==> config.mk <==
export PLATFORM = sky130hd
export DESIGN_NAME = rtc_core
export DESIGN_NICKNAME = d
export VERILOG_FILES = /design/src/rtc_pkg.sv /design/src/rtc_alarm_chan.sv /design/src/rtc_core.sv
export SDC_FILE = /design/constraint.sdc
export NUM_CORES = 1
export LEC_CHECK = 0
export CORE_AREA = 2 2 124 156
export CTS_CLUSTER_DIAMETER = 150
export CTS_CLUSTER_SIZE = 16
export DETAILED_ROUTE_END_ITERATION = 10
export DIE_AREA = 0 0 126 158
export DONT_BUFFER_PORTS = 1
export HOLD_SLACK_MARGIN = 0.05
export SLEW_MARGIN = 20
export SYNTH_ARGS = -nofsm -noshare
export SYNTH_HDL_FRONTEND = slang
export SYNTH_SLANG_ARGS = --single-unit
==> constraint.sdc <==
create_clock -name mclk -period 5.8 [get_ports mclk]
set_input_delay 1.16 -clock mclk [delete_from_list [all_inputs] [get_ports mclk]]
set_output_delay 1.16 -clock mclk [all_outputs]
set_load 0.005 [all_outputs]
==> src/rtc_pkg.sv <==
package rtc_pkg;

  // register offsets on the register port
  localparam logic [3:0] SECONDS_OFS = 4'h0;
  localparam logic [3:0] MINUTES_OFS = 4'h1;
  localparam logic [3:0] HOURS_OFS = 4'h2;
  localparam logic [3:0] WEEKDAY_OFS = 4'h3;
  localparam logic [3:0] MONTHDAY_OFS = 4'h4;
  localparam logic [3:0] MONTH_OFS = 4'h5;
  localparam logic [3:0] YEAR_OFS = 4'h6;
  localparam logic [3:0] TRIM_OFS = 4'h7;

  // implemented bits per register; the rest read zero
  localparam logic [7:0] SECONDS_MASK = 8'h7f;
  localparam logic [7:0] MINUTES_MASK = 8'h7f;
  localparam logic [7:0] HOURS_MASK = 8'h3f;
  localparam logic [7:0] WEEKDAY_MASK = 8'h07;
  localparam logic [7:0] MONTHDAY_MASK = 8'h3f;
  localparam logic [7:0] MONTH_MASK = 8'h9f;
  localparam logic [7:0] YEAR_MASK = 8'hff;
  localparam logic [7:0] TRIM_MASK = 8'h7f;

  // field positions
  localparam int CENTURY_BIT = 7;
  localparam int PM_BIT = 5;
  localparam int TRIM_SIGN_BIT = 6;
  localparam int TRIM_LOCK_BIT = 7;

  // reset values
  localparam logic [7:0] SECONDS_RST = 8'h00;
  localparam logic [7:0] MINUTES_RST = 8'h00;
  localparam logic [7:0] HOURS_RST = 8'h00;
  localparam logic [2:0] WEEKDAY_RST = 3'h0;
  localparam logic [7:0] MONTHDAY_RST = 8'h01;
  localparam logic [7:0] MONTH_RST = 8'h01;
  localparam logic [7:0] YEAR_RST = 8'h00;
  localparam logic [6:0] TRIM_RST = 7'h00;

  // counter limits and special BCD values
  localparam logic [7:0] MINSEC_LAST = 8'h59;
  localparam logic [7:0] HOUR24_LAST = 8'h23;
  localparam logic [4:0] HOUR12_ELEVEN = 5'h11;
  localparam logic [4:0] HOUR12_TWELVE = 5'h12;
  localparam logic [4:0] HOUR12_ONE = 5'h01;
  localparam logic [2:0] WEEKDAY_LAST = 3'h6;
  localparam logic [7:0] MONTH_LAST = 8'h12;
  localparam logic [7:0] YEAR_LAST = 8'h99;
  localparam logic [7:0] FEB = 8'h02;
  localparam logic [7:0] TRIM_POINT_A = 8'h00;
  localparam logic [7:0] TRIM_POINT_B = 8'h20;
  localparam logic [7:0] TRIM_POINT_C = 8'h40;

  // timing
  localparam logic [15:0] NOMINAL_TICKS = 16'h8000;
  localparam int MCLK_PERIOD_NS = 20;
  localparam int ALARM_DELAY_NS = 61000;
  localparam logic [11:0] ALARM_DELAY_CYCLES =
    12'(ALARM_DELAY_NS / MCLK_PERIOD_NS);

endpackage
==> src/rtc_alarm_chan.sv <==
module rtc_alarm_chan
  import rtc_pkg::*;
(
  // clock and reset
  input wire logic mclk,
  input wire logic nrst,
  // control
  input wire logic enable,
  input wire logic match,
  input wire logic clear,
  input wire logic halt,
  // status
  output logic flag
);

  logic match_q;
  logic pending;
  logic raw_flag;
  logic [11:0] delay_cnt;

  wire match_start = match && !match_q && enable;
  wire delay_done = pending && delay_cnt == ALARM_DELAY_CYCLES - 12'h001;

  always_ff @(posedge mclk) begin
    if (!nrst || halt) begin
      match_q <= 1'b0;
      pending <= 1'b0;
      delay_cnt <= 12'h000;
    end else begin
      match_q <= match;
      if (match_start) begin
        pending <= 1'b1;
        delay_cnt <= 12'h000;
      end else if (delay_done) begin
        pending <= 1'b0;
      end else if (pending) begin
        delay_cnt <= delay_cnt + 12'h001;
      end
    end
  end

  // a set in the clearing cycle wins
  always_ff @(posedge mclk) begin
    if (!nrst || halt) begin
      raw_flag <= 1'b0;
    end else if (delay_done && enable) begin
      raw_flag <= 1'b1;
    end else if (clear) begin
      raw_flag <= 1'b0;
    end
  end

  assign flag = raw_flag && enable && !halt;

  flag_masked_a: assert property (
    @(posedge mclk) disable iff (!nrst) !enable |-> !flag)
    else $error("flag visible while channel disabled");

  alarm_delay_a: assert property (
    @(posedge mclk) disable iff (!nrst)
    delay_done && enable && !halt |=> raw_flag)
    else $error("flag not set after match delay");

  flag_hold_a: assert property (
    @(posedge mclk) disable iff (!nrst)
    raw_flag && !clear && !halt |=> raw_flag)
    else $error("flag dropped without a clear");

endmodule

==> src/rtc_core.sv <==
// Behaviour
// alarm flag sets about 61us after match
// flag clears only by writing zero; the code also clears it on halt
// disabled channel flag reads zero
// interrupt pin low exactly while flag set
// seconds BCD 00-59, carry to minutes
// minutes BCD 00-59, carry to hours
// hour rollover carries to both day counters
// seconds write restarts the sub-second divider
// software writes only valid time values
// weekday steps 0 to 6 then wraps
// software avoids weekday code seven
// month day runs to month length
// month 1 to 12, carries into year
// year 00-99, divisible by four is leap
// century bit toggles on year wrap
// trim write needs bit seven zero
// second length trimmed only at 00,20,40
// trim lengthens or shortens by twice value
// trim bits five to one zero: no change
// no trim at point of trim write
// 12-hour mode: 12 midnight, 32 noon
// halt clears trim, interrupt, enables clock out
// unused bits read zero, ignore writes
// hour bit five is pm or tens-two
module rtc_core
  import rtc_pkg::*;
(
  // clock and reset
  input wire logic mclk,
  input wire logic nrst,
  // crystal pin and clock output
  input wire logic xtal_in,
  output logic crystal_clock_out,
  // register port
  input wire logic [3:0] reg_addr,
  input wire logic reg_wr,
  input wire logic [7:0] reg_wdata,
  output logic [7:0] reg_rdata,
  // control and status bits
  input wire logic hour_mode_24,
  input wire logic clkout_enable,
  input wire logic osc_halt_flag,
  // alarm channels
  input wire logic weekly_alarm_enable,
  input wire logic daily_alarm_enable,
  input wire logic weekly_match,
  input wire logic daily_match,
  input wire logic flag_wr,
  input wire logic [1:0] flag_wdata,
  output logic weekly_alarm_flag,
  output logic daily_alarm_flag,
  output logic irq_out_n
);

  function automatic logic [7:0] bcd_step(input logic [7:0] v);
    if (v[3:0] == 4'h9) begin
      bcd_step = {v[7:4] + 4'h1, 4'h0};
    end else begin
      bcd_step = v + 8'h01;
    end
  endfunction

  logic xs1, xs2, xs3;
  logic [15:0] prescale;
  logic [7:0] seconds_count;
  logic [7:0] minutes_count;
  logic [7:0] hours_count;
  logic [2:0] weekday_code;
  logic [7:0] monthday_count;
  logic [7:0] month_count;
  logic century;
  logic [7:0] year_count;
  logic [6:0] rate_trim;
  logic trim_skip;
  logic [7:0] next_hours;
  logic [7:0] next_rdata;

  // write decode
  wire wr_sec = reg_wr && reg_addr == SECONDS_OFS;
  wire wr_min = reg_wr && reg_addr == MINUTES_OFS;
  wire wr_hour = reg_wr && reg_addr == HOURS_OFS;
  wire wr_wday = reg_wr && reg_addr == WEEKDAY_OFS;
  wire wr_mday = reg_wr && reg_addr == MONTHDAY_OFS;
  wire wr_month = reg_wr && reg_addr == MONTH_OFS;
  wire wr_year = reg_wr && reg_addr == YEAR_OFS;
  wire wr_trim = reg_wr && reg_addr == TRIM_OFS
    && !reg_wdata[TRIM_LOCK_BIT];

  // crystal edge: xs1 feeds only xs2
  always_ff @(posedge mclk) begin
    if (!nrst) begin
      xs1 <= 1'b0;
      xs2 <= 1'b0;
      xs3 <= 1'b0;
    end else begin
      xs1 <= xtal_in;
      xs2 <= xs1;
      xs3 <= xs2;
    end
  end

  wire xtal_tick = xs2 && !xs3;

  // second length with trim
  wire [5:0] trim_mag = rate_trim[5:0];
  wire trim_sign = rate_trim[TRIM_SIGN_BIT];
  wire at_trim_point = seconds_count == TRIM_POINT_A
    || seconds_count == TRIM_POINT_B || seconds_count == TRIM_POINT_C;
  wire trim_active = at_trim_point && !trim_skip
    && trim_mag[5:1] != 5'h00; // see R17 see R19
  wire [5:0] trim_up = trim_mag - 6'h01;
  wire [5:0] trim_dn = ~trim_mag + 6'h01;
  wire [15:0] sec_len = !trim_active ? NOMINAL_TICKS
    : trim_sign ? NOMINAL_TICKS - {9'h000, trim_dn, 1'b0}
    : NOMINAL_TICKS + {9'h000, trim_up, 1'b0};
  wire sec_end = prescale == sec_len - 16'h0001;
  wire sec_tick = xtal_tick && sec_end && !wr_sec;

  always_ff @(posedge mclk) begin
    if (!nrst || wr_sec) begin
      prescale <= 16'h0000;
    end else if (xtal_tick) begin
      prescale <= sec_end ? 16'h0000 : prescale + 16'h0001;
    end
  end

  // a trim written at its own point waits for the next one
  always_ff @(posedge mclk) begin
    if (!nrst) begin
      trim_skip <= 1'b0;
    end else if (wr_trim && at_trim_point) begin
      trim_skip <= 1'b1;
    end else if (sec_tick) begin
      trim_skip <= 1'b0;
    end
  end

  always_ff @(posedge mclk) begin
    if (!nrst || osc_halt_flag) begin
      rate_trim <= TRIM_RST;
    end else if (wr_trim) begin
      rate_trim <= reg_wdata[6:0];
    end
  end

  // carry chain
  wire sec_wrap = sec_tick && seconds_count == MINSEC_LAST;
  wire min_wrap = sec_wrap && minutes_count == MINSEC_LAST;
  wire hour_last = hour_mode_24 ? hours_count == HOUR24_LAST
    : hours_count == {3'b001, HOUR12_ELEVEN};
  wire day_carry = min_wrap && hour_last;
  wire leap_year = year_count[4] ? (year_count[3:0] == 4'h2
    || year_count[3:0] == 4'h6) : (year_count[3:0] == 4'h0
    || year_count[3:0] == 4'h4 || year_count[3:0] == 4'h8);
  wire short_month = month_count == 8'h04 || month_count == 8'h06
    || month_count == 8'h09 || month_count == 8'h11;
  wire [7:0] mday_last = month_count == FEB
    ? (leap_year ? 8'h29 : 8'h28)
    : (short_month ? 8'h30 : 8'h31);
  wire mday_wrap = day_carry && monthday_count == mday_last;
  wire month_wrap = mday_wrap && month_count == MONTH_LAST;
  wire year_wrap = month_wrap && year_count == YEAR_LAST;

  // low five bits stepped apart from the pm bit
  wire [7:0] hour12_step = bcd_step({3'b000, hours_count[4:0]});

  // 12-hour mode keeps pm in bit five, so 11 am steps to 32
  always_comb begin
    if (hour_mode_24) begin
      next_hours = hour_last ? 8'h00 : bcd_step(hours_count);
    end else if (hours_count[4:0] == HOUR12_ELEVEN) begin
      next_hours = {2'b00, ~hours_count[PM_BIT],
        HOUR12_TWELVE};
    end else if (hours_count[4:0] == HOUR12_TWELVE) begin
      next_hours = {2'b00, hours_count[PM_BIT], HOUR12_ONE};
    end else begin
      next_hours = {2'b00, hours_count[PM_BIT], hour12_step[4:0]};
    end
  end

  // writes win over a carry landing in the same cycle
  always_ff @(posedge mclk) begin
    if (!nrst) begin
      seconds_count <= SECONDS_RST;
    end else if (wr_sec) begin
      seconds_count <= reg_wdata & SECONDS_MASK;
    end else if (sec_tick) begin
      seconds_count <= sec_wrap ? 8'h00 : bcd_step(seconds_count);
    end
  end

  always_ff @(posedge mclk) begin
    if (!nrst) begin
      minutes_count <= MINUTES_RST;
    end else if (wr_min) begin
      minutes_count <= reg_wdata & MINUTES_MASK;
    end else if (sec_wrap) begin
      minutes_count <= min_wrap ? 8'h00 : bcd_step(minutes_count);
    end
  end

  always_ff @(posedge mclk) begin
    if (!nrst) begin
      hours_count <= HOURS_RST;
    end else if (wr_hour) begin
      hours_count <= reg_wdata & HOURS_MASK;
    end else if (min_wrap) begin
      hours_count <= next_hours;
    end
  end

  always_ff @(posedge mclk) begin
    if (!nrst) begin
      weekday_code <= WEEKDAY_RST;
    end else if (wr_wday) begin
      weekday_code <= reg_wdata[2:0];
    end else if (day_carry) begin
      weekday_code <= weekday_code >= WEEKDAY_LAST ? 3'h0
        : weekday_code + 3'h1;
    end
  end

  always_ff @(posedge mclk) begin
    if (!nrst) begin
      monthday_count <= MONTHDAY_RST;
    end else if (wr_mday) begin
      monthday_count <= reg_wdata & MONTHDAY_MASK;
    end else if (day_carry) begin
      monthday_count <= mday_wrap ? 8'h01 : bcd_step(monthday_count);
    end
  end

  always_ff @(posedge mclk) begin
    if (!nrst) begin
      month_count <= MONTH_RST;
      century <= 1'b0;
    end else if (wr_month) begin
      month_count <= reg_wdata & MONTH_MASK & 8'h1f;
      century <= reg_wdata[CENTURY_BIT];
    end else if (mday_wrap) begin
      month_count <= month_wrap ? 8'h01 : bcd_step(month_count);
      century <= century ^ year_wrap;
    end
  end

  always_ff @(posedge mclk) begin
    if (!nrst) begin
      year_count <= YEAR_RST;
    end else if (wr_year) begin
      year_count <= reg_wdata & YEAR_MASK;
    end else if (month_wrap) begin
      year_count <= year_wrap ? 8'h00 : bcd_step(year_count);
    end
  end

  // read mux, one cycle latency
  always_comb begin
    case (reg_addr)
      SECONDS_OFS: next_rdata = seconds_count;
      MINUTES_OFS: next_rdata = minutes_count;
      HOURS_OFS: next_rdata = hours_count;
      WEEKDAY_OFS: next_rdata = {5'h00, weekday_code};
      MONTHDAY_OFS: next_rdata = monthday_count;
      MONTH_OFS: next_rdata = {century, 2'b00, month_count[4:0]};
      YEAR_OFS: next_rdata = year_count;
      TRIM_OFS: next_rdata = {1'b0, rate_trim};
      default: next_rdata = 8'h00;
    endcase
  end

  always_ff @(posedge mclk) begin
    if (!nrst) begin
      reg_rdata <= 8'h00;
    end else begin
      reg_rdata <= next_rdata;
    end
  end

  // clock out idles high when disabled; halt forces it on
  always_ff @(posedge mclk) begin
    if (!nrst) begin
      crystal_clock_out <= 1'b1;
    end else begin
      crystal_clock_out <= (clkout_enable || osc_halt_flag)
        ? xs2 : 1'b1;
    end
  end

  // alarm channels: index 1 weekly, 0 daily
  wire [1:0] alarm_en = {weekly_alarm_enable, daily_alarm_enable};
  wire [1:0] alarm_match = {weekly_match, daily_match};
  logic [1:0] alarm_flag;

  genvar ch;
  generate
    for (ch = 0; ch < 2; ch++) begin : g_alarm
      rtc_alarm_chan u_chan (
        .mclk(mclk),
        .nrst(nrst),
        .enable(alarm_en[ch]),
        .match(alarm_match[ch]),
        .clear(flag_wr && !flag_wdata[ch]),
        .halt(osc_halt_flag),
        .flag(alarm_flag[ch])
      );
    end
  endgenerate

  assign weekly_alarm_flag = alarm_flag[1];
  assign daily_alarm_flag = alarm_flag[0];
  // flag and pin come from the same term so they never disagree
  assign irq_out_n = !(|alarm_flag); // see R4

  sec_wrap_a: assert property (
    @(posedge mclk) disable iff (!nrst)
    sec_tick && seconds_count == MINSEC_LAST |=> seconds_count == 8'h00)
    else $error("seconds did not wrap to 00");

  min_carry_a: assert property (
    @(posedge mclk) disable iff (!nrst)
    sec_wrap && !wr_min && minutes_count != MINSEC_LAST
    |=> minutes_count == bcd_step($past(minutes_count)))
    else $error("minutes did not take the carry");

  day_carry_a: assert property (
    @(posedge mclk) disable iff (!nrst)
    min_wrap && hour_mode_24 && hours_count == HOUR24_LAST |-> day_carry)
    else $error("hour rollover gave no day carry");

  noon_step_a: assert property (
    @(posedge mclk) disable iff (!nrst)
    min_wrap && !wr_hour && !hour_mode_24 && hours_count == 8'h11
    |=> hours_count == 8'h32)
    else $error("12-hour noon not 32");

  divider_restart_a: assert property (
    @(posedge mclk) disable iff (!nrst) wr_sec |=> prescale == 16'h0000)
    else $error("seconds write did not restart divider");

  trim_neutral_a: assert property (
    @(posedge mclk) disable iff (!nrst)
    trim_mag[5:1] == 5'h00 |-> sec_len == NOMINAL_TICKS)
    else $error("second length changed with neutral trim");

  weekday_wrap_a: assert property (
    @(posedge mclk) disable iff (!nrst)
    day_carry && !wr_wday && weekday_code == WEEKDAY_LAST
    |=> weekday_code == 3'h0)
    else $error("weekday did not wrap");

  century_toggle_a: assert property (
    @(posedge mclk) disable iff (!nrst)
    year_wrap && !wr_month |=> century != $past(century))
    else $error("century did not toggle");

  irq_match_a: assert property (
    @(posedge mclk) disable iff (!nrst)
    irq_out_n == !(weekly_alarm_flag || daily_alarm_flag))
    else $error("interrupt pin disagrees with flags");

  halt_clear_a: assert property (
    @(posedge mclk) disable iff (!nrst)
    osc_halt_flag |=> rate_trim == TRIM_RST && irq_out_n)
    else $error("halt left trim or interrupt active");

endmodule

# Word level (Yosys, flattened, before mapping)
# Cells that the tools add are included.
# Widths: inputs -> output; s select.
[op_classes]
n_eq_ne = 36
multipliers = 0
n_reduce_logical = 86
magnitude_cmp = 1
div_mod_pow = 0
shift = 0
bitwise_logic = 6
addsub = 23
muxes = 52
[ops]
columns = ["operator", "n"]
rows = [
  ["$mux 8", 15],
  ["$pmux 8 s8", 1],
  ["$add 8x1->8 const B", 6],
  ["$mux 16", 3],
  ["$logic_and 1x1->1", 35],
  ["$mux 6", 5],
  ["$eq 4x4->1 const B", 7],
  ["$mux 7", 4],
  ["$mux 5", 5],
  ["$add 12x1->12 const B", 2],
  ["$add 4x1->4 const B", 6],
  ["$eq 12x12->1 const B", 2],
  ["$eq 4x3->1 const B", 6],
  ["$eq 8x6->1 const B", 3],
  ["$eq 8x7->1 const B", 3],
  ["$reduce_bool 2->1", 12],
  ["$add 16x1->16 const B", 1],
  ["$add 16x7->16 const A", 1],
  ["$eq 16x16->1", 1],
  ["$eq 8x3->1 const B", 2],
  ["$eq 8x5->1 const B", 2],
  ["$mux 1", 16],
  ["$reduce_or 2->1", 8],
  ["$sub 16x1->16 const B", 1],
  ["25 further kinds", 57],
]
[word_totals]
in_bits = 26
mem_count = 0
latch_bits = 0
elab_cells = 234
rom_bits = 0
register_bits = 118
output_inout_bits = 12
mem_bits_rw = 0

# Depth between registers and ports, before layout
# Gate-level depths: netlist (run 1).
[depth]
ltp_word = 19
depth_mapped = 19
mapped_depth_nobuf = 16

# Cells and area by module
# From an unflattened synthesis (run 1), not the netlist that was laid out.
[unflattened]
hier_cells = 1069
area_unflattened_um2 = 8573.2
[by_module_without_submodules]
columns = ["module", "cells_per_inst", "n_inst", "area_per_inst_um2", "seq_area_each_um2"]
rows = [
  ["rtc_core", 907, 1, 7076.8, 1761.7],
  ["rtc_alarm_chan", 81, 2, 748.2, 300.3],
]

# Worst setup path after synthesis (run 1)
# No wires, ideal clock.
[synth_path]
path_type = "reg2reg"
start = "reg rate_trim[0]"
end = "reg seconds_count[4]"
synth_period_minus_slack_ns = 4.137
arrival_time_ns = 4.062
stages_incl_launch_ff = 17
t_required_ns = 5.724
setup_time_ns = 0.076
path_slack_ns = 1.663
n_path_buf = 2
cell_sequence = "dfxtp_1 > clkbuf_1 > inv_1 > ha_1 > a2111oi_0 > a31o_2 > ha_1 > or3_1 > o311ai_0 > o21a_1 > a31oi_1 > o21ai_1 > and4_1 > buf_2 > nand3_1 > or4_1 > a31oi_1"
[synth_between]
elab_chain_cells = 13
word_cells_on_any_way = 16
cone_classes = "add/sub: 5; eq/ne: 1; mux: 5; bitwise: 1; reduce/logical: 4"
[synth_rtl]
columns = ["element", "line", "text"]
rows = [
  ["start, declared", "rtc_core.sv:74", "logic [6:0] rate_trim;"],
  ["start signal, assigned", "rtc_core.sv:143", "rate_trim <= reg_wdata[6:0];"],
  ["$not 6->6", "rtc_core.sv:113", "wire [5:0] trim_dn = ~trim_mag + 6'h01;"],
  ["$add 6x1->6", "rtc_core.sv:113", ""],
  ["$sub 16x7->16", "rtc_core.sv:115", ": trim_sign ? NOMINAL_TICKS - {9'h000, trim_dn, 1'b0}"],
  ["$mux 16 (*)", "rtc_core.sv:115", ""],
  ["$mux 16 (*)", "rtc_core.sv:114", "wire [15:0] sec_len = !trim_active ? NOMINAL_TICKS"],
  ["$sub 16x1->16 (*)", "rtc_core.sv:117", "wire sec_end = prescale == sec_len - 16'h0001;"],
  ["$eq 16x16->1 (*)", "rtc_core.sv:117", ""],
  ["$logic_and 1x1->1 (*) (2 in series)", "rtc_core.sv:118", "wire sec_tick = xtal_tick && sec_end && !wr_sec;"],
  ["$logic_and 1x1->1", "rtc_core.sv:148", "wire sec_wrap = sec_tick && seconds_count == MINSEC_LAST;"],
  ["$mux 8", "rtc_core.sv:189", "seconds_count <= sec_wrap ? 8'h00 : bcd_step(seconds_count);"],
  ["$mux 7", "rtc_core.sv:188", "end else if (sec_tick) begin"],
  ["$mux 7", "rtc_core.sv:186", "end else if (wr_sec) begin"],
  ["end signal, assigned", "rtc_core.sv:187", "seconds_count <= reg_wdata & SECONDS_MASK;"],
  ["end signal, assigned", "rtc_core.sv:189", ""],
  ["end, declared", "rtc_core.sv:66", "logic [7:0] seconds_count;"],
]
# Mark *: on every way between the ends. The rest lies on a longest branch, timed or not. The select of a mux whose other input is x is not followed.
# A chain may end at the register's enable or synchronous reset.

# Final worst setup path (run 1)
[layout_path]
start = "reg rate_trim[0]"
end = "reg century"
[layout_between]
elab_chain_cells = 18
word_cells_on_any_way = 21
cone_classes = "add/sub: 5; eq/ne: 1; mux: 4; bitwise: 2; reduce/logical: 9"
[layout_rtl]
columns = ["element", "line", "text"]
rows = [
  ["$not 6->6", "rtc_core.sv:113", ""],
  ["$add 6x1->6", "rtc_core.sv:113", ""],
  ["$sub 16x7->16", "rtc_core.sv:115", ""],
  ["$mux 16 (*)", "rtc_core.sv:115", ""],
  ["$mux 16 (*)", "rtc_core.sv:114", ""],
  ["$sub 16x1->16 (*)", "rtc_core.sv:117", ""],
  ["$eq 16x16->1 (*)", "rtc_core.sv:117", ""],
  ["$logic_and 1x1->1 (*) (2 in series)", "rtc_core.sv:118", ""],
  ["$logic_and 1x1->1 (*)", "rtc_core.sv:148", ""],
  ["$logic_and 1x1->1 (*)", "rtc_core.sv:149", "wire min_wrap = sec_wrap && minutes_count == MINSEC_LAST;"],
  ["$logic_and 1x1->1 (*)", "rtc_core.sv:152", "wire day_carry = min_wrap && hour_last;"],
  ["$logic_and 1x1->1 (*)", "rtc_core.sv:161", "wire mday_wrap = day_carry && monthday_count == mday_last;"],
  ["$logic_and 1x1->1", "rtc_core.sv:162", "wire month_wrap = mday_wrap && month_count == MONTH_LAST;"],
  ["$logic_and 1x1->1", "rtc_core.sv:163", "wire year_wrap = month_wrap && year_count == YEAR_LAST;"],
  ["$xor 1x1->1", "rtc_core.sv:243", "century <= century ^ year_wrap;"],
  ["$mux 1", "rtc_core.sv:241", "end else if (mday_wrap) begin"],
  ["$mux 1", "rtc_core.sv:238", "end else if (wr_month) begin"],
  ["end signal, assigned", "rtc_core.sv:240", "century <= reg_wdata[CENTURY_BIT];"],
  ["end signal, assigned", "rtc_core.sv:243", ""],
  ["end, declared", "rtc_core.sv:72", "logic century;"],
]
# Marks and branches as above.

==> results of run 1 <==
-- critical path, delay by kind of cell (launching register included) --
kind / cells / cell delay, ns
simple gates: 5 / 1.80
fa+ha+maj: 2 / 0.61
flops: 1 / 0.63
mux: 1 / 0.50
buf+inv: 1 / 0.13
compound gates: 6 / 1.34
-- per-stage QoR --
step,utilization,std cells,setup slack (ns)
CTS,0.4762,1261,0.7941
finish,0.4762,1261,0.6935
detailed placement,0.4448,1229,0.8416
global route,0.4762,1261,0.3071
global placement,0.4448,1229,1.007
floorplan,-,1047,1.663
-- area by class of cell --
class	count	area [um2]
repair buffers	6	45.04
multi-input cells	832	5376
inverters	41	153.9
flip-flops and latches	118	2362
clock buffers	17	425.4
well taps	232	290.3
fillers	1863	9689
clock inverters	15	155.1
-- cell usage after synthesis, types with 24 or more instances --
cell / n / area [um2]
a21oi_1: 61 / 305.3
a31oi_1: 27 / 168.9
clkbuf_1: 42 / 157.7
dfxtp_1: 118 / 2362
ha_1: 30 / 375.4
inv_1: 40 / 150.1
mux2i_1: 31 / 310.3
nand2_1: 79 / 296.5
nand3_1: 48 / 240.2
nand4_1: 30 / 187.7
nor2_1: 106 / 397.9
nor3_1: 24 / 120.1
o21ai_0: 69 / 345.3
xor2_1: 32 / 280.3
-- cell families after synthesis --
logic type / Yosys count / synth area share
AND/OR/NAND/NOR: 451 / 0.3029
XOR/XNOR: 55 / 0.05937
multiplexers: 37 / 0.04657
buffers and inverters: 97 / 0.04703
adder cells (fa/ha/maj): 30 / 0.04626
AO/OA/AOI/OAI: 259 / 0.2068
flip-flops: 118 / 0.2911
-- per-layer routing --
layer	vias up	wire length, um
li1	3809	-
met1	3716	10060
met2	248	11710
met3	61	1354
met4	0	1086
met5	-	0
-- registers in the layout (all words and copies together), names as in the netlist --
signal,count
g_alarm.u_chan.delay_cnt,24
prescale,16
hours_count,8
minutes_count,8
month_count,8
monthday_count,8
reg_rdata,8
seconds_count,8
year_count,8
rate_trim,7
weekday_code,3
g_alarm.u_chan.match_q,2
g_alarm.u_chan.pending,2
g_alarm.u_chan.raw_flag,2
century,1
crystal_clock_out,1
trim_skip,1
xs1,1
xs2,1
xs3,1
-- worst max-delay path by stage --
stage,startpoint,endpoint,slack [ns]
2_1_floorplan,rate_trim[0]$_SDFFE_PP0P_,seconds_count[4]$_SDFFE_PN0P_,1.66
3_3_place_gp,rate_trim[0]$_SDFFE_PP0P_,century$_SDFFE_PN0P_,1.01
3_5_place_dp,rate_trim[0]$_SDFFE_PP0P_,century$_SDFFE_PN0P_,0.84
4_1_cts,rate_trim[0]$_SDFFE_PP0P_,century$_SDFFE_PN0P_,0.79
5_1_grt,rate_trim[0]$_SDFFE_PP0P_,century$_SDFFE_PN0P_,0.31
6_report,rate_trim[0]$_SDFFE_PP0P_,century$_SDFFE_PN0P_,0.69
-- power groups by stage --
stage          sequential, uW  clock, uW  combinational (uW)
2_1_floorplan             848          0                85.9
3_3_place_gp              858          0                88.0
3_5_place_dp              858          0                88.1
4_1_cts                   840       1080                88.7
5_1_grt                   842       1120                 100
6_report                  841       1070                89.1
==> impl_metrics.csv, run 1 <==
group,metric,value,unit
detailed_routing,vias,7834,
global_routing,grt_max_degree,50,
power,p_seq_frac,0.421,
clock_network,post_cts_resized,0,
detailed_routing,route.detailed.drc,0,
sta,setup_viol,0,
synth,synth.net_count,1103,
power,swShare,0.2664,
global_routing,gr-total-overflow,0,
clock_network,cts_hold_buf,0,
setup_path,reg2reg_to,"century$_SDFFE_PN0P_",
placement,placement.cell_area,8228,um2
setup_path,r2r_cells,15,
global_routing,top_usage_layer,"met2",
synth,async_reset_ff_frac,0,
placement,port_buffers,0,
synth,synthCells,1047,
floorplanning,fp.dieArea,19910,um2
synth,ys_ff_latch,118,
placement,gp_congestion,0.8908,
setup_path,start_kind,"flip-flop",
power,ir_drop,192.8,uV
synth,ys.flop_type,"dfxtp_1",
clock_network,root_buffer,"clkbuf_16",
hold_path,hold_depth,1,
detailed_routing,wl_per_cell,19.20,um
clock_network,cts_buffers,17,
setup_path,cp_cell_sequence,"inv_1 > ha_1 > a2111oi_0 > a31o_2 > ha_1 > nor2b_1 > o21ai_0 > nand2b_1 > o21a_1 > a31oi_1 > mux2i_1 > and3_1 > nand4_1 > or4_1 > a31oi_1",
hold_path,hold_path.startpoint,"xs1$_SDFF_PN0_",
run,max-cap-violations,0,
sta,fmax,195.8,MHz
floorplanning,io_pins,38,
sta,fin_worst_skew,0.007597,ns
global_routing,antenna_found_initial,0,
power,p_sw,531.8,uW
setup_path,worstPathArrival,5.46,ns
floorplanning,start_util,0.4386,
setup_path,path_max_fanout,15,
status,status,"finished clean",
global_routing,met3_usage,0.05137,
power,internal-power,1465,uW
synth,yosysWarnings,0,
global_routing,grt_usage,0.2427,
detailed_routing,ant_nets,0,
floorplanning,dieHeight,158,um
clock_network,cts_sinks,118,
sta,tightest_slew,0.8201,ns
hold_path,min_to,"xs2$_SDFF_PN0_",
layout,final_nets,1072,
setup_path,crit_required,6.16,ns
synth,synth_area_per_cell,7.750,um2
layout,synthToLayoutAreaGrowth,8.558,%
sta,timing.final.crit_share,0.8804,
power,combPwrFrac,0.045,
detailed_routing,drt_iter0_drc,774,
placement,hpwl,17480,um
clock_network,clkLatencyLatePin,0.43,ns
setup_path,reg2reg_from,"rate_trim[0]$_SDFFE_PP0P_",
global_routing,grt_pass1_vias,7164,
sta,tns,0,ns
floorplanning,core_area,18500,um2
detailed_routing,via_per_inst,6.213,
power,p_total,1996,uW
detailed_routing,firstDrtPassIters,5,
sta,hold_viol,0,
synth,synthesis.area,8114,um2
sta,timing.final.crit_period,5.106,ns
sta,slew_viol_final,0,
clock_network,postCtsSetupBuffers,0,
sta,slew_headroom,0.4494,
layout,layout_common_cells,"dfxtp_1, nor2_1, nand2_1",
synth,ys_seq_area_frac,0.2911,
setup_path,critPathSlowestCell,"or4_1",
global_routing,met1_usage,0.2813,
clock_network,path_clk_slew,0.06,ns
synth,ys_types,78,
floorplanning,die_w,126,um
power,power_density,226.6,nW/um2
layout,insertedDiodeCount,0,
setup_path,critical_path_class,"reg2reg",
setup_path,max_stage_delay,0.66,ns
sta,holdWs,0.4514,ns
hold_path,min_path_type,"reg2reg",
global_routing,grt_pass1_wl,38430,um
setup_path,end_kind,"flip-flop",
floorplanning,rows,56,
setup_path,rrSetupSlack,0.69,ns
detailed_routing,finalWirelength,24210,um
power,clkPwrFrac,0.534,
global_routing,met2_usage,0.4206,
power,p_leak,0.003021,uW
clock_network,cts_tree,"done",
layout,final_common_cell,"dfxtp_1",
synth,synth_edf_count,0,
clock_network,ctsHtreeMaxLevel,4,
sta,rsz0062_at_grt,"no",
layout,final_area,8808,um2
layout,drive_gt1_frac,0.06608,
clock_network,clockBufferDepth,2,
No activity file was read; power rests on OpenSTA's default activity.
==> run 2: changes to the inputs <==
MAX_ROUTING_LAYER = met4   (was not set)
REMOVE_ABC_BUFFERS = 1   (was not set)
SETUP_SLACK_MARGIN = 0.3   (was not set)
==> impl_metrics.csv, run 2 (same netlist as run 1, synthesis figures left out) <==
group,metric,value,unit
power,ir_drop,204.8,uV
global_routing,antenna_found_initial,1,
clock_network,ctsHtreeMaxLevel,4,
layout,final_area,8840,um2
sta,fin_worst_skew,0.01049,ns
clock_network,cts_tree,"done",
sta,timing.final.crit_period,5.018,ns
hold_path,min_path_type,"reg2reg",
global_routing,grt_max_degree,50,
detailed_routing,ant_nets,0,
layout,post-route-util,0.4779,
power,power_density,229.9,nW/um2
sta,rsz0062_at_grt,"no",
detailed_routing,drt_iter0_drc,738,
clock_network,cts_hold_buf,0,
layout,final_nets,1071,
global_routing,grt_usage,0.2545,
setup_path,crit_required,6.15,ns
sta,tns,0,ns
floorplanning,fp.dieArea,19910,um2
detailed_routing,route.detailed.drc,0,
clock_network,postCtsSetupBuffers,0,
layout,drive_gt1_frac,0.06621,
detailed_routing,via_per_inst,6.210,
detailed_routing,firstDrtPassIters,6,
floorplanning,die_w,126,um
floorplanning,start_util,0.4386,
clock_network,cts_sinks,118,
floorplanning,core_area,18500,um2
global_routing,gr-total-overflow,0,
setup_path,end_kind,"flip-flop",
sta,hold_viol,0,
clock_network,path_clk_slew,0.06,ns
setup_path,worstPathArrival,5.37,ns
floorplanning,dieHeight,158,um
sta,tightest_slew,0.7864,ns
global_routing,grt_pass1_wl,38730,um
sta,setup_viol,0,
floorplanning,rows,56,
detailed_routing,vias,7824,
detailed_routing,finalWirelength,24780,um
status,status,"finished clean",
placement,gp_congestion,0.9866,
layout,layout_common_cells,"dfxtp_1, nor2_1, nand2_1",
placement,hpwl,17990,um
power,p_leak,0.003022,uW
clock_network,clockBufferDepth,2,
setup_path,start_kind,"flip-flop",
detailed_routing,wl_per_cell,19.67,um
sta,holdWs,0.4320,ns
placement,placement.cell_area,8220,um2
sta,slew_viol_final,0,
layout,synthToLayoutAreaGrowth,8.944,%
floorplanning,io_pins,38,
clock_network,cts_buffers,17,
sta,fmax,199.3,MHz
run,max-cap-violations,0,
setup_path,path_max_fanout,15,
setup_path,critical_path_class,"reg2reg",
clock_network,root_buffer,"clkbuf_16",
layout,reg.largest.list,"g_alarm.u_chan.delay_cnt: 24 flops, prescale: 16 flops",
sta,timing.final.crit_share,0.8651,
layout,top_register,"g_alarm.u_chan.delay_cnt",
layout,final_common_cell,"dfxtp_1",
global_routing,grt_pass1_vias,7098,
clock_network,clkLatencyLatePin,0.42,ns
placement,port_buffers,0,
layout,largest_reg_flops,24,
sta,slew_headroom,0.4757,
## run 2: path summary, 6_finish.rpt
kind | start | to | slack, ns | cells after the start
max | rate_trim[0]$_SDFFE_PP0P_ | century$_SDFFE_PN0P_ | 0.78 | 14
min | xs1$_SDFF_PN0_ | xs2$_SDFF_PN0_ | 0.43 | 1
max reg2reg | rate_trim[0]$_SDFFE_PP0P_ | century$_SDFFE_PN0P_ | 0.78 | 14
min reg2reg | xs1$_SDFF_PN0_ | xs2$_SDFF_PN0_ | 0.43 | 1
## run 2: power by group
group,switching (uW),internal (uW)
sequential,19.7,822
combinational,55.4,35.6
clock,410,690
## run 2: per-stage QoR
stage	std cells	total power [uW]	setup WS (ns)
3_5_place_dp	1228	947.5	0.6864
2_1_floorplan	991	920.4	1.289
3_3_place_gp	1228	948.0	0.7182
4_1_cts	1259	2054	0.5573
5_1_grt	1260	2108	0.3597
6_report	1260	2033	0.7824
## run 2: critical path, cell delays in order, from the launching register on
cell,delay [ns]
dfxtp_1,0.63
inv_1,0.12
ha_1,0.37
a2111oi_1,0.45
a31o_2,0.18
ha_1,0.23
or3_1,0.36
o311ai_0,0.15
o21a_1,0.21
a31oi_1,0.16
mux2i_1,0.52
and3_1,0.29
nand4_1,0.44
or4_1,0.65
a31oi_1,0.17
## run 2: cell type report
class | instances | area [um2]
well taps | 232 | 290.3
clock inverters | 13 | 168.9
multi-input cells | 832 | 5385
diodes | 1 | 2.502
inverters | 41 | 153.9
repair buffers | 5 | 37.54
fillers | 1860 | 9658
clock buffers | 18 | 439.2
flip-flops and latches | 118 | 2362
## run 2: what timing repair did
action                                  in CTS  in global routing
endpoints found under the setup margin       0                 30
endpoints found under the hold margin        0                  0
gates resized for setup                      0                  3
## run 2: metal layers
layer | global-route usage | up-vias | share of wire
met5 | - | - | 0
met4 | 0.1366 | 0 | 0.051
li1 | - | 3782 | -
met3 | 0.05509 | 88 | 0.059
met1 | 0.2871 | 3661 | 0.40
met2 | 0.4232 | 293 | 0.49
